==> src/feed_pkg.sv <==
package feed_pkg;

  // Clock rate and step timing
  localparam int unsigned CLK_HZ = 20_000_000;
  localparam int unsigned FEED_PPS = 640;
  localparam int unsigned NOPAPER_PPS = 125;
  // Least step period at 640 pps, rounded up
  localparam int unsigned MIN_STEP_CYC = (CLK_HZ + FEED_PPS - 1) / FEED_PPS;
  // Least step period with head down and no paper
  localparam int unsigned NOPAPER_STEP_CYC = (CLK_HZ + NOPAPER_PPS - 1) / NOPAPER_PPS;
  localparam int unsigned DEBOUNCE_US = 1000;
  localparam int unsigned DEBOUNCE_CYC = DEBOUNCE_US * (CLK_HZ / 1_000_000);
  localparam int unsigned FWD_TAKEUP_LINES = 4;
  localparam int unsigned REV_TAKEUP_LINES = 10;

  // Register offsets
  localparam logic [7:0] CTRL_OFS = 8'h00;
  localparam logic [7:0] PERIOD_OFS = 8'h04;
  localparam logic [7:0] MOVE_OFS = 8'h08;
  localparam logic [7:0] STATUS_OFS = 8'h0C;
  localparam logic [7:0] IRQ_STAT_OFS = 8'h10;
  localparam logic [7:0] IRQ_MASK_OFS = 8'h14;

  // Control fields
  localparam int unsigned CTRL_TAKEUP_LSB = 0;  // 2 bits: 0 none, 1 fwd4, 2 rev10/fwd10
  localparam int unsigned CTRL_HEAD_DOWN_BIT = 2;
  localparam int unsigned CTRL_STROBE_BIT = 3;
  localparam int unsigned CTRL_CUTTER_BIT = 4;
  localparam logic [4:0] CTRL_RST = 5'h02;
  localparam logic [23:0] PERIOD_RST = 24'(MIN_STEP_CYC);

  // Move fields: count in low 16 bits, direction bit 16
  localparam int unsigned MOVE_DIR_BIT = 16;

  // Interrupt bits
  localparam int unsigned IRQ_DONE_BIT = 0;
  localparam int unsigned IRQ_PAPER_OUT_BIT = 1;
  localparam int unsigned IRQ_PLATEN_BIT = 2;
  localparam int unsigned IRQ_W = 3;

  typedef enum logic [1:0] {
    TAKEUP_NONE,
    TAKEUP_FWD4,
    TAKEUP_REV10
  } takeup_e;

  typedef struct packed {
    logic [3:0] phase;   // A, B, A inverse, B inverse
    logic excitation_allow;
  } motor_s;

endpackage : feed_pkg

==> src/input_filter.sv <==
`timescale 1ns/1ps
`default_nettype none
// Two-flop synchroniser followed by a stable-count debounce
module input_filter #(
  parameter int unsigned CYC = feed_pkg::DEBOUNCE_CYC
) (
  input wire logic core_clk, // System clock
  input wire logic rst_n, // Async reset, active low
  input wire logic raw_in, // Raw switch level
  output logic clean_out // Debounced level
);
  logic s1_r;
  logic s2_r;
  logic [$clog2(CYC+1)-1:0] cnt_r;

  // Synchroniser pair
  always_ff @(posedge core_clk or negedge rst_n) begin
    if (!rst_n) begin
      s1_r <= 1'b0;
      s2_r <= 1'b0;
    end else begin
      s1_r <= raw_in;
      s2_r <= s1_r;
    end
  end

  // Accept a new level once it stays put for CYC cycles
  always_ff @(posedge core_clk or negedge rst_n) begin
    if (!rst_n) begin
      cnt_r <= '0;
      clean_out <= 1'b0;
    end else if (s2_r == clean_out) begin
      cnt_r <= '0;
    end else if (cnt_r == ($clog2(CYC+1))'(CYC - 1)) begin
      cnt_r <= '0;
      clean_out <= s2_r;
    end else begin
      cnt_r <= cnt_r + 1'b1;
    end
  end
endmodule // input_filter
`default_nettype wire

==> src/feed_sequencer.sv <==
`timescale 1ns/1ps
`default_nettype none
// Behaviour
// - Never step faster than 640 steps per second.
// - Forward walks excitation steps 1 to 4 and wraps.
// - Excitation allow high energises windings per phase outputs.
// - Excitation allow low leaves windings unexcited.
// - After a move, hold the last phase one more step period.
// - After the stopping step, drop excitation at standstill.
// - New move during stopping step continues stepping directly.
// - Restart from standstill excites remembered phase one period first.
// - Optional take-up: four lines forward after standstill restart.
// - Preferred take-up: ten lines reverse then ten forward.
// - Head down without paper limits stepping to 125 steps per second.
// - Block head strobe while paper is out.
// - Remove cutter power while platen is open.
// - Plain feed default period is 640 steps per second.
module feed_sequencer #(
  parameter int unsigned DEB_CYC = feed_pkg::DEBOUNCE_CYC,
  parameter int unsigned MIN_CYC = feed_pkg::MIN_STEP_CYC,
  parameter int unsigned SLOW_CYC = feed_pkg::NOPAPER_STEP_CYC
) (
  input wire logic core_clk, // System clock, 20 MHz
  input wire logic rst_n, // Async reset, active low
  input wire logic psel, // APB select
  input wire logic penable, // APB enable
  input wire logic pwrite, // APB direction
  input wire logic [7:0] paddr, // APB byte address
  input wire logic [31:0] pwdata, // APB write data
  output logic [31:0] prdata, // APB read data
  output logic pready, // APB ready
  output logic pslverr, // APB error
  input wire logic paper_present, // Paper sensor, high with paper
  input wire logic platen_closed, // Platen switch, high when closed
  input wire logic head_strobe_req, // Strobe request from head path
  output logic head_strobe, // Gated head strobe, high energises
  output logic cutter_power, // Cutter supply enable
  output feed_pkg::motor_s motor, // Phase outputs and excitation allow
  output logic irq // Level interrupt
);
  typedef enum logic [2:0] {
    ST_IDLE,
    ST_PRE,
    ST_STEP,
    ST_STOP
  } state_e;

  state_e state_r;
  localparam int unsigned IRQ_W_L = feed_pkg::IRQ_W;
  logic [4:0] ctrl_r;
  logic [23:0] period_r;
  logic [IRQ_W_L-1:0] irq_stat_r;
  logic [IRQ_W_L-1:0] irq_mask_r;
  logic [15:0] remain_r;
  logic dir_rev_r;
  logic [1:0] idx_r;
  logic [23:0] tick_r;
  logic [1:0] tk_phase_r; // 0 none, 1 fwd4/rev10, 2 fwd10 leg
  logic [15:0] pend_cnt_r;
  logic pend_dir_r;
  logic pend_r;
  logic paper_ok;
  logic platen_ok;
  logic paper_ok_d_r;
  logic platen_ok_d_r;
  logic wr_en;
  logic rd_en;
  logic tick_done;
  logic [23:0] eff_period;
  logic done_ev;
  logic start_req;

  // Excitation table lookup, step index 0..3 is step 1..4
  function automatic logic [3:0] phase_of(input logic [1:0] idx);
    unique case (idx)
      2'd0: phase_of = 4'b0011;
      2'd1: phase_of = 4'b0110;
      2'd2: phase_of = 4'b1100;
      2'd3: phase_of = 4'b1001;
    endcase
  endfunction

  // Next table index, walking down for reverse feed
  function automatic logic [1:0] next_idx(input logic [1:0] idx, input logic rev);
    next_idx = rev ? idx - 2'd1 : idx + 2'd1;
  endfunction

  // Sensor conditioning
  input_filter #(.CYC(DEB_CYC)) u_paper (
    .core_clk(core_clk),
    .rst_n(rst_n),
    .raw_in(paper_present),
    .clean_out(paper_ok)
  );
  input_filter #(.CYC(DEB_CYC)) u_platen (
    .core_clk(core_clk),
    .rst_n(rst_n),
    .raw_in(platen_closed),
    .clean_out(platen_ok)
  );

  // APB decode, zero wait states
  assign wr_en = psel && penable && pwrite;
  assign rd_en = psel && penable && !pwrite;
  assign pready = 1'b1;
  always_comb begin
    unique case (paddr)
      feed_pkg::CTRL_OFS, feed_pkg::PERIOD_OFS, feed_pkg::MOVE_OFS,
      feed_pkg::STATUS_OFS, feed_pkg::IRQ_STAT_OFS, feed_pkg::IRQ_MASK_OFS:
        pslverr = 1'b0;
      default: pslverr = psel && penable;
    endcase
  end

  // Read mux
  always_comb begin
    prdata = 32'h0000_0000;
    if (rd_en) begin
      unique case (paddr)
        feed_pkg::CTRL_OFS: prdata = {27'h0, ctrl_r};
        feed_pkg::PERIOD_OFS: prdata = {8'h00, period_r};
        feed_pkg::MOVE_OFS: prdata = {15'h0, dir_rev_r, remain_r};
        feed_pkg::STATUS_OFS:
          prdata = {24'h0, platen_ok, paper_ok, motor.excitation_allow,
            idx_r, state_r};
        feed_pkg::IRQ_STAT_OFS: prdata = {29'h0, irq_stat_r};
        feed_pkg::IRQ_MASK_OFS: prdata = {29'h0, irq_mask_r};
        default: prdata = 32'h0000_0000;
      endcase
    end
  end

  // Configuration registers
  always_ff @(posedge core_clk or negedge rst_n) begin
    if (!rst_n) begin
      ctrl_r <= feed_pkg::CTRL_RST;
      period_r <= feed_pkg::PERIOD_RST;
      irq_mask_r <= '0;
    end else if (wr_en) begin
      if (paddr == feed_pkg::CTRL_OFS) ctrl_r <= pwdata[4:0];
      if (paddr == feed_pkg::PERIOD_OFS) period_r <= pwdata[23:0];
      if (paddr == feed_pkg::IRQ_MASK_OFS) irq_mask_r <= pwdata[IRQ_W_L-1:0];
    end
  end

  // Move request latch; a write of a zero count is ignored
  assign start_req = wr_en && (paddr == feed_pkg::MOVE_OFS) && (pwdata[15:0] != 16'h0000);
  always_ff @(posedge core_clk or negedge rst_n) begin
    if (!rst_n) begin
      pend_r <= 1'b0;
      pend_cnt_r <= '0;
      pend_dir_r <= 1'b0;
    end else if (start_req) begin
      pend_r <= 1'b1;
      pend_cnt_r <= pwdata[15:0];
      pend_dir_r <= pwdata[feed_pkg::MOVE_DIR_BIT];
    end else if (state_r == ST_IDLE || (state_r == ST_STOP && tick_done)) begin
      pend_r <= 1'b0;
    end
  end

  // Step period clamped to the least legal period
  always_comb begin
    eff_period = period_r;
    if (eff_period < 24'(MIN_CYC)) eff_period = 24'(MIN_CYC);
    if (ctrl_r[feed_pkg::CTRL_HEAD_DOWN_BIT] && !paper_ok && eff_period < 24'(SLOW_CYC))
      eff_period = 24'(SLOW_CYC);
  end
  assign tick_done = (tick_r >= eff_period - 24'd1);

  // Step sequencer
  always_ff @(posedge core_clk or negedge rst_n) begin
    if (!rst_n) begin
      state_r <= ST_IDLE;
      idx_r <= 2'd0;
      tick_r <= '0;
      remain_r <= '0;
      dir_rev_r <= 1'b0;
      tk_phase_r <= 2'd0;
      done_ev <= 1'b0;
    end else begin
      done_ev <= 1'b0;
      tick_r <= tick_done ? 24'd0 : tick_r + 24'd1;
      unique case (state_r)
        ST_IDLE: begin
          tick_r <= '0;
          if (pend_r) begin
            state_r <= ST_PRE;
            unique case (feed_pkg::takeup_e'(ctrl_r[1:0]))
              feed_pkg::TAKEUP_FWD4: begin
                tk_phase_r <= 2'd1;
                remain_r <= 16'(feed_pkg::FWD_TAKEUP_LINES);
                dir_rev_r <= 1'b0;
              end
              feed_pkg::TAKEUP_REV10: begin
                tk_phase_r <= 2'd1;
                remain_r <= 16'(feed_pkg::REV_TAKEUP_LINES);
                dir_rev_r <= 1'b1;
              end
              default: begin
                tk_phase_r <= 2'd0;
                remain_r <= pend_cnt_r;
                dir_rev_r <= pend_dir_r;
              end
            endcase
          end
        end
        // Remembered phase held one period, then the first step
        ST_PRE: if (tick_done) begin
          state_r <= ST_STEP;
          idx_r <= next_idx(idx_r, dir_rev_r);
        end
        // Phase moves at the start of each step period
        ST_STEP: if (tick_done) begin
          if (remain_r == 16'd1) begin
            if (tk_phase_r == 2'd1 && dir_rev_r) begin
              tk_phase_r <= 2'd2;
              remain_r <= 16'(feed_pkg::REV_TAKEUP_LINES);
              dir_rev_r <= 1'b0;
              idx_r <= next_idx(idx_r, 1'b0);
            end else if (tk_phase_r != 2'd0) begin
              tk_phase_r <= 2'd0;
              remain_r <= pend_cnt_r;
              dir_rev_r <= pend_dir_r;
              idx_r <= next_idx(idx_r, pend_dir_r);
            end else begin
              state_r <= ST_STOP;
              remain_r <= '0;
            end
          end else begin
            // Each step feeds one dot line
            remain_r <= remain_r - 16'd1;
            idx_r <= next_idx(idx_r, dir_rev_r);
          end
        end
        // Stopping step keeps the last phase for a full period
        ST_STOP: if (tick_done) begin
          if (pend_r) begin
            state_r <= ST_STEP;
            remain_r <= pend_cnt_r;
            dir_rev_r <= pend_dir_r;
            idx_r <= next_idx(idx_r, pend_dir_r);
          end else begin
            state_r <= ST_IDLE;
            done_ev <= 1'b1;
          end
        end
        default: state_r <= ST_IDLE;
      endcase
    end
  end

  // Motor pins from flip-flops
  always_ff @(posedge core_clk or negedge rst_n) begin
    if (!rst_n) begin
      motor <= '{phase: 4'b0011, excitation_allow: 1'b0};
    end else begin
      motor.phase <= phase_of(idx_r);
      motor.excitation_allow <= (state_r != ST_IDLE);
    end
  end

  // Head and cutter gating
  always_ff @(posedge core_clk or negedge rst_n) begin
    if (!rst_n) begin
      head_strobe <= 1'b0;
      cutter_power <= 1'b0;
    end else begin
      head_strobe <= head_strobe_req && ctrl_r[feed_pkg::CTRL_STROBE_BIT] && paper_ok;
      cutter_power <= ctrl_r[feed_pkg::CTRL_CUTTER_BIT] && platen_ok;
    end
  end

  // Sticky interrupt status, set wins over write-one clear
  always_ff @(posedge core_clk or negedge rst_n) begin
    if (!rst_n) begin
      irq_stat_r <= '0;
      paper_ok_d_r <= 1'b0;
      platen_ok_d_r <= 1'b0;
    end else begin
      paper_ok_d_r <= paper_ok;
      platen_ok_d_r <= platen_ok;
      irq_stat_r <= (irq_stat_r & ~((wr_en && paddr == feed_pkg::IRQ_STAT_OFS) ?
        pwdata[IRQ_W_L-1:0] : 3'b000)) |
        {platen_ok_d_r && !platen_ok, paper_ok_d_r && !paper_ok, done_ev};
    end
  end
  assign irq = |(irq_stat_r & irq_mask_r);
endmodule // feed_sequencer
`default_nettype wire

==> config.mk <==
export PLATFORM = sky130hd
export DESIGN_NAME = feed_sequencer
export DESIGN_NICKNAME = d
export VERILOG_FILES = /design/src/feed_pkg.sv /design/src/input_filter.sv /design/src/feed_sequencer.sv
export SDC_FILE = /design/constraint.sdc
export NUM_CORES = 1
export LEC_CHECK = 0
export ABC_AREA = 1
export ABC_CLOCK_PERIOD_IN_PS = 9150
export BUFFER_PORTS_ARGS = -buffer_cell sky130_fd_sc_hd__buf_2
export CELL_PAD_IN_SITES_DETAIL_PLACEMENT = 1
export CELL_PAD_IN_SITES_GLOBAL_PLACEMENT = 1
export CORE_ASPECT_RATIO = 0.75
export CORE_MARGIN = 4
export CORE_UTILIZATION = 48
export DETAILED_ROUTE_END_ITERATION = 10
export PLACE_DENSITY = 0.95
export SLEW_MARGIN = 20
export SYNTH_ARGS = -nofsm -noshare
export SYNTH_HDL_FRONTEND = slang
export SYNTH_SLANG_ARGS = --single-unit
==> constraint.sdc <==
create_clock -name core_clk -period 9.15 [get_ports core_clk]
set_clock_uncertainty 0.15 [all_clocks]
set_input_delay 0.4575 -clock core_clk [delete_from_list [all_inputs] [get_ports core_clk]]
set_output_delay 0.4575 -clock core_clk [all_outputs]
set_load 0.02 [all_outputs]
==> summary.md <==
| Metric | Value |
|---|---|
| Pwr per Cell Area | `145 nW/µm²` |
| Startpoint types | `flip-flop` |
| Worst Setup End Kind | `flip-flop` |
| Status | `finished, final reports clean` |
| DRC errors left | `0` |
| Worst-Margin Slew | `1000 ps` |
| Crit Reg-Reg Startpoint | `period_r[10]` |
| Worst vdd ir | `0.000128 V` |
| Post-synth EDFFs | `0` |
| Synth Area per Inst | `7.54 µm²` |
| Fillers | `2367` |
| Router iterations before antenna repair | `5` |
| F_max | `0.174 GHz` |
| WL/cell | `20.8 µm` |
| Core Area | `18600 µm²` |
| Post-synthesis sequential area ratio | `40.3%` |
| Final hold viol count | `0` |
| Post-synth cell types | `52` |
| Nets | `1358` |
| PostCTS Resize Cnt | `0` |
| Initial core utilization | `49.0%` |
| Synth Instances | `1205` |
| Commonest non-fill, non-tap cell in the layout | `nand2_1` |
| Worst skew pair latency | `450 ps` |
| Ys flop type | `dfrtp_1` |
| Post-synth ARST share | `100%` |
| FF+latch count, synth | `146` |
| Fin. max-slew vios | `0` |
| Final ANT Viol Nets | `0` |
| HP Class | `in2reg` |
| Largest net degree at the start of global routing | `76` |
| Setup violators final | `0` |
| HP Start | `head_strobe_req` |
| GP Congestion | `0.896` |
| Max_cap viols | `0` |
| Critical path class | `reg2reg` |
| Vias | `9030` |
| Final Cycle Share | `63.0%` |
| Post-synthesis cell area | `9090 µm²` |
| Root buffer cell | `clkbuf_16` |
| Detailed Place HPWL | `22100 µm` |
| Ratio of cells with drive above 1 in the final layout | `13.1%` |
| Clk slew on worst S/H paths | `70 ps` |
| Critical path fanouts, max | `31` |
| Post-Route Setup TNS | `0 ps` |
| Post-route insts no fill | `1534` |
| CP required | `9280 ps` |
| Worst slew margin | `33.3%` |
| WL final | `31900 µm` |
| Vias/cell | `5.89` |
| Die Ht | `127 µm` |
| Yosys warning total | `0` |
| First-pass GRT wire length | `51600 µm` |
| IO Pins | `90` |
| Worst endpoint data arrival time | `5890 ps` |
| CTS tree | `built` |
| Remaining global-route overflow | `0` |
| Post-Place Cells | `1498` |
| Unrepaired setup endpoints after global routing | `false` |
| Vias in the first global route | `9541` |
| I/O Buffers | `72` |
| Row count | `43` |
| Die ar. | `21200 µm²` |
| GRT Util Overall | `30.6%` |
| Minimum clock period | `5760 ps` |
| Layout area overhead | `12.7%` |
| Iteration-0 DRC Markers | `574` |
| # clock sinks | `146` |
| Num CTS Buffers | `17` |
| Diodes inserted | `0` |
| Clock buffer depth | `2` |
| Die W | `167 µm` |
| Initial antenna violation count | `0` |
| P_leak | `0.00505 µW` |
| Commonest cells after routing, fill and taps aside | `274 x nand2_1, 144 x inv_1, 136 x dfrtp_1, 129 x nor2_1, 85 x o21ai_0` |
| Worst setup path startpoint | `period_r[10]` |
| CTS H-tree depth | `4` |
==> layout make-up <==
type	instances	area (µm²)	area share, %
Clock inverter	14	160	1.56
Clock buffer	18	429	4.19
Sequential cell	146	3670	35.8
Inverter	154	578	5.65
Multi-Input combinational cell	876	4660	45.6
Tap cell	247	309	3.02
Timing Repair Buffer	79	430	4.20
==> per-layer routing <==
metal  wire length (µm)  GRT usage (%)  share of wire, %
met2              14900           50.3                47
met5                  0              0                 0
met4               1100           11.3               3.5
met1              13600           39.7                43
met3               2270           7.33               7.1
==> registers in the layout, indices dropped and copies added, names as in the netlist, 2 cells and up <==
register,count
period_r,24
tick_r,24
pend_cnt_r,16
remain_r,16
u_paper.cnt_r,15
u_platen.cnt_r,15
ctrl_r,5
motor,5
irq_mask_r,3
irq_stat_r,3
idx_r,2
state_r,2
tk_phase_r,2
==> repair_timing <==
action,in CTS,in global routing
hold buffers,3,0
endpoints found under the setup margin,0,0
hold endpoints to repair,64,0
setup buffers,0,0
==> stage by stage <==
| step | power, µW | utilization, % | setup WS [ps] | area (µm²) | hold slack [ps] |
|---|---|---|---|---|---|
| 5_1_grt | 1530 | 55.2 | 2950 | 10200 | 89.4 |
| 2_1_floorplan | 728 | - | 5580 | 9110 | 11.9 |
| 6_report | 1480 | 55.2 | 3390 | 10200 | 84.3 |
| 3_5_place_dp | 770 | 51.7 | 3630 | 9600 | 186 |
| 4_1_cts | 1490 | 55.1 | 3510 | 10200 | 78.2 |
| 3_3_place_gp | 763 | 51.7 | 3910 | 9600 | 181 |
==> synth_stat cells, types with 9 or more instances <==
master   number  area share, %
xor2_1       36            3.5
buf_4        11           0.91
nor3_1       56            3.1
o21ai_0      85            4.7
ha_1         36            5.0
nand4_1      29            2.0
nand2_1     274             11
nor2_2        9           0.62
nor2_1      129            5.3
dfrtp_1     136             37
a21oi_1      53            2.9
buf_2        12           0.66
inv_1       144            5.9
dfstp_2      10            2.9
nand3_1      55            3.0
xnor2_1      14            1.3
nor4_1       12           0.83
==> logic make-up after synthesis <==
logic type | Yosys count | share of synthesized area [%]
AOI/OAI and AO/OA | 182 | 11.4
xor gates and xnor gates | 50 | 4.82
buffers and inverters | 190 | 8.80
muxes | 2 | 0.248
adders and majority gates | 36 | 4.96
and+or+nand+nor | 597 | 29.4
DFF | 146 | 40.3
other | 2 | 0.0826
==> worst paths after layout <==
| check | slack, ps | endpoint | depth (start not counted) |
|---|---|---|---|
| worst max register to register | 3390 | remain_r[4] | 24 |
| min in group asynchronous | 430 | motor[3] | 2 |
| worst max-delay path | 3390 | remain_r[4] | 24 |
| worst min-delay path | 80 | head_strobe | 3 |
| max in group asynchronous | 6960 | u_paper.cnt_r[4] | 3 |
| worst min register to register | 200 | u_platen.s2_r | 0 |
==> power breakdown <==
part	switching (µW)	leakage (µW)	internal, µW
clock	333	0.000287	389
sequential	7.14	0.00192	652
combinational	71.8	0.00284	31.2
total	412	0.00505	1070
==> critical path, cell delays in order, from the launching register on <==
cell and delay [ps]:
dfrtp_1 510, nor2_2 230, inv_1 70, nand4_1 140, nand3_2 390, nand3_1 400, ha_1 250, nand2_1 110
nor2_4 130, nand2_2 120, nor2_4 140, nand3_1 90, nand2_1 80, nand2_1 70, ha_1 290, nand2_1 70
nor2_1 40, nor3_1 150, nand2_1 90, a21oi_2 200, nand3_2 470, nand2_1 310, nand2_1 610, nand2_1 320
o21ai_0 140
No activity file was read; power rests on OpenSTA's default activity.
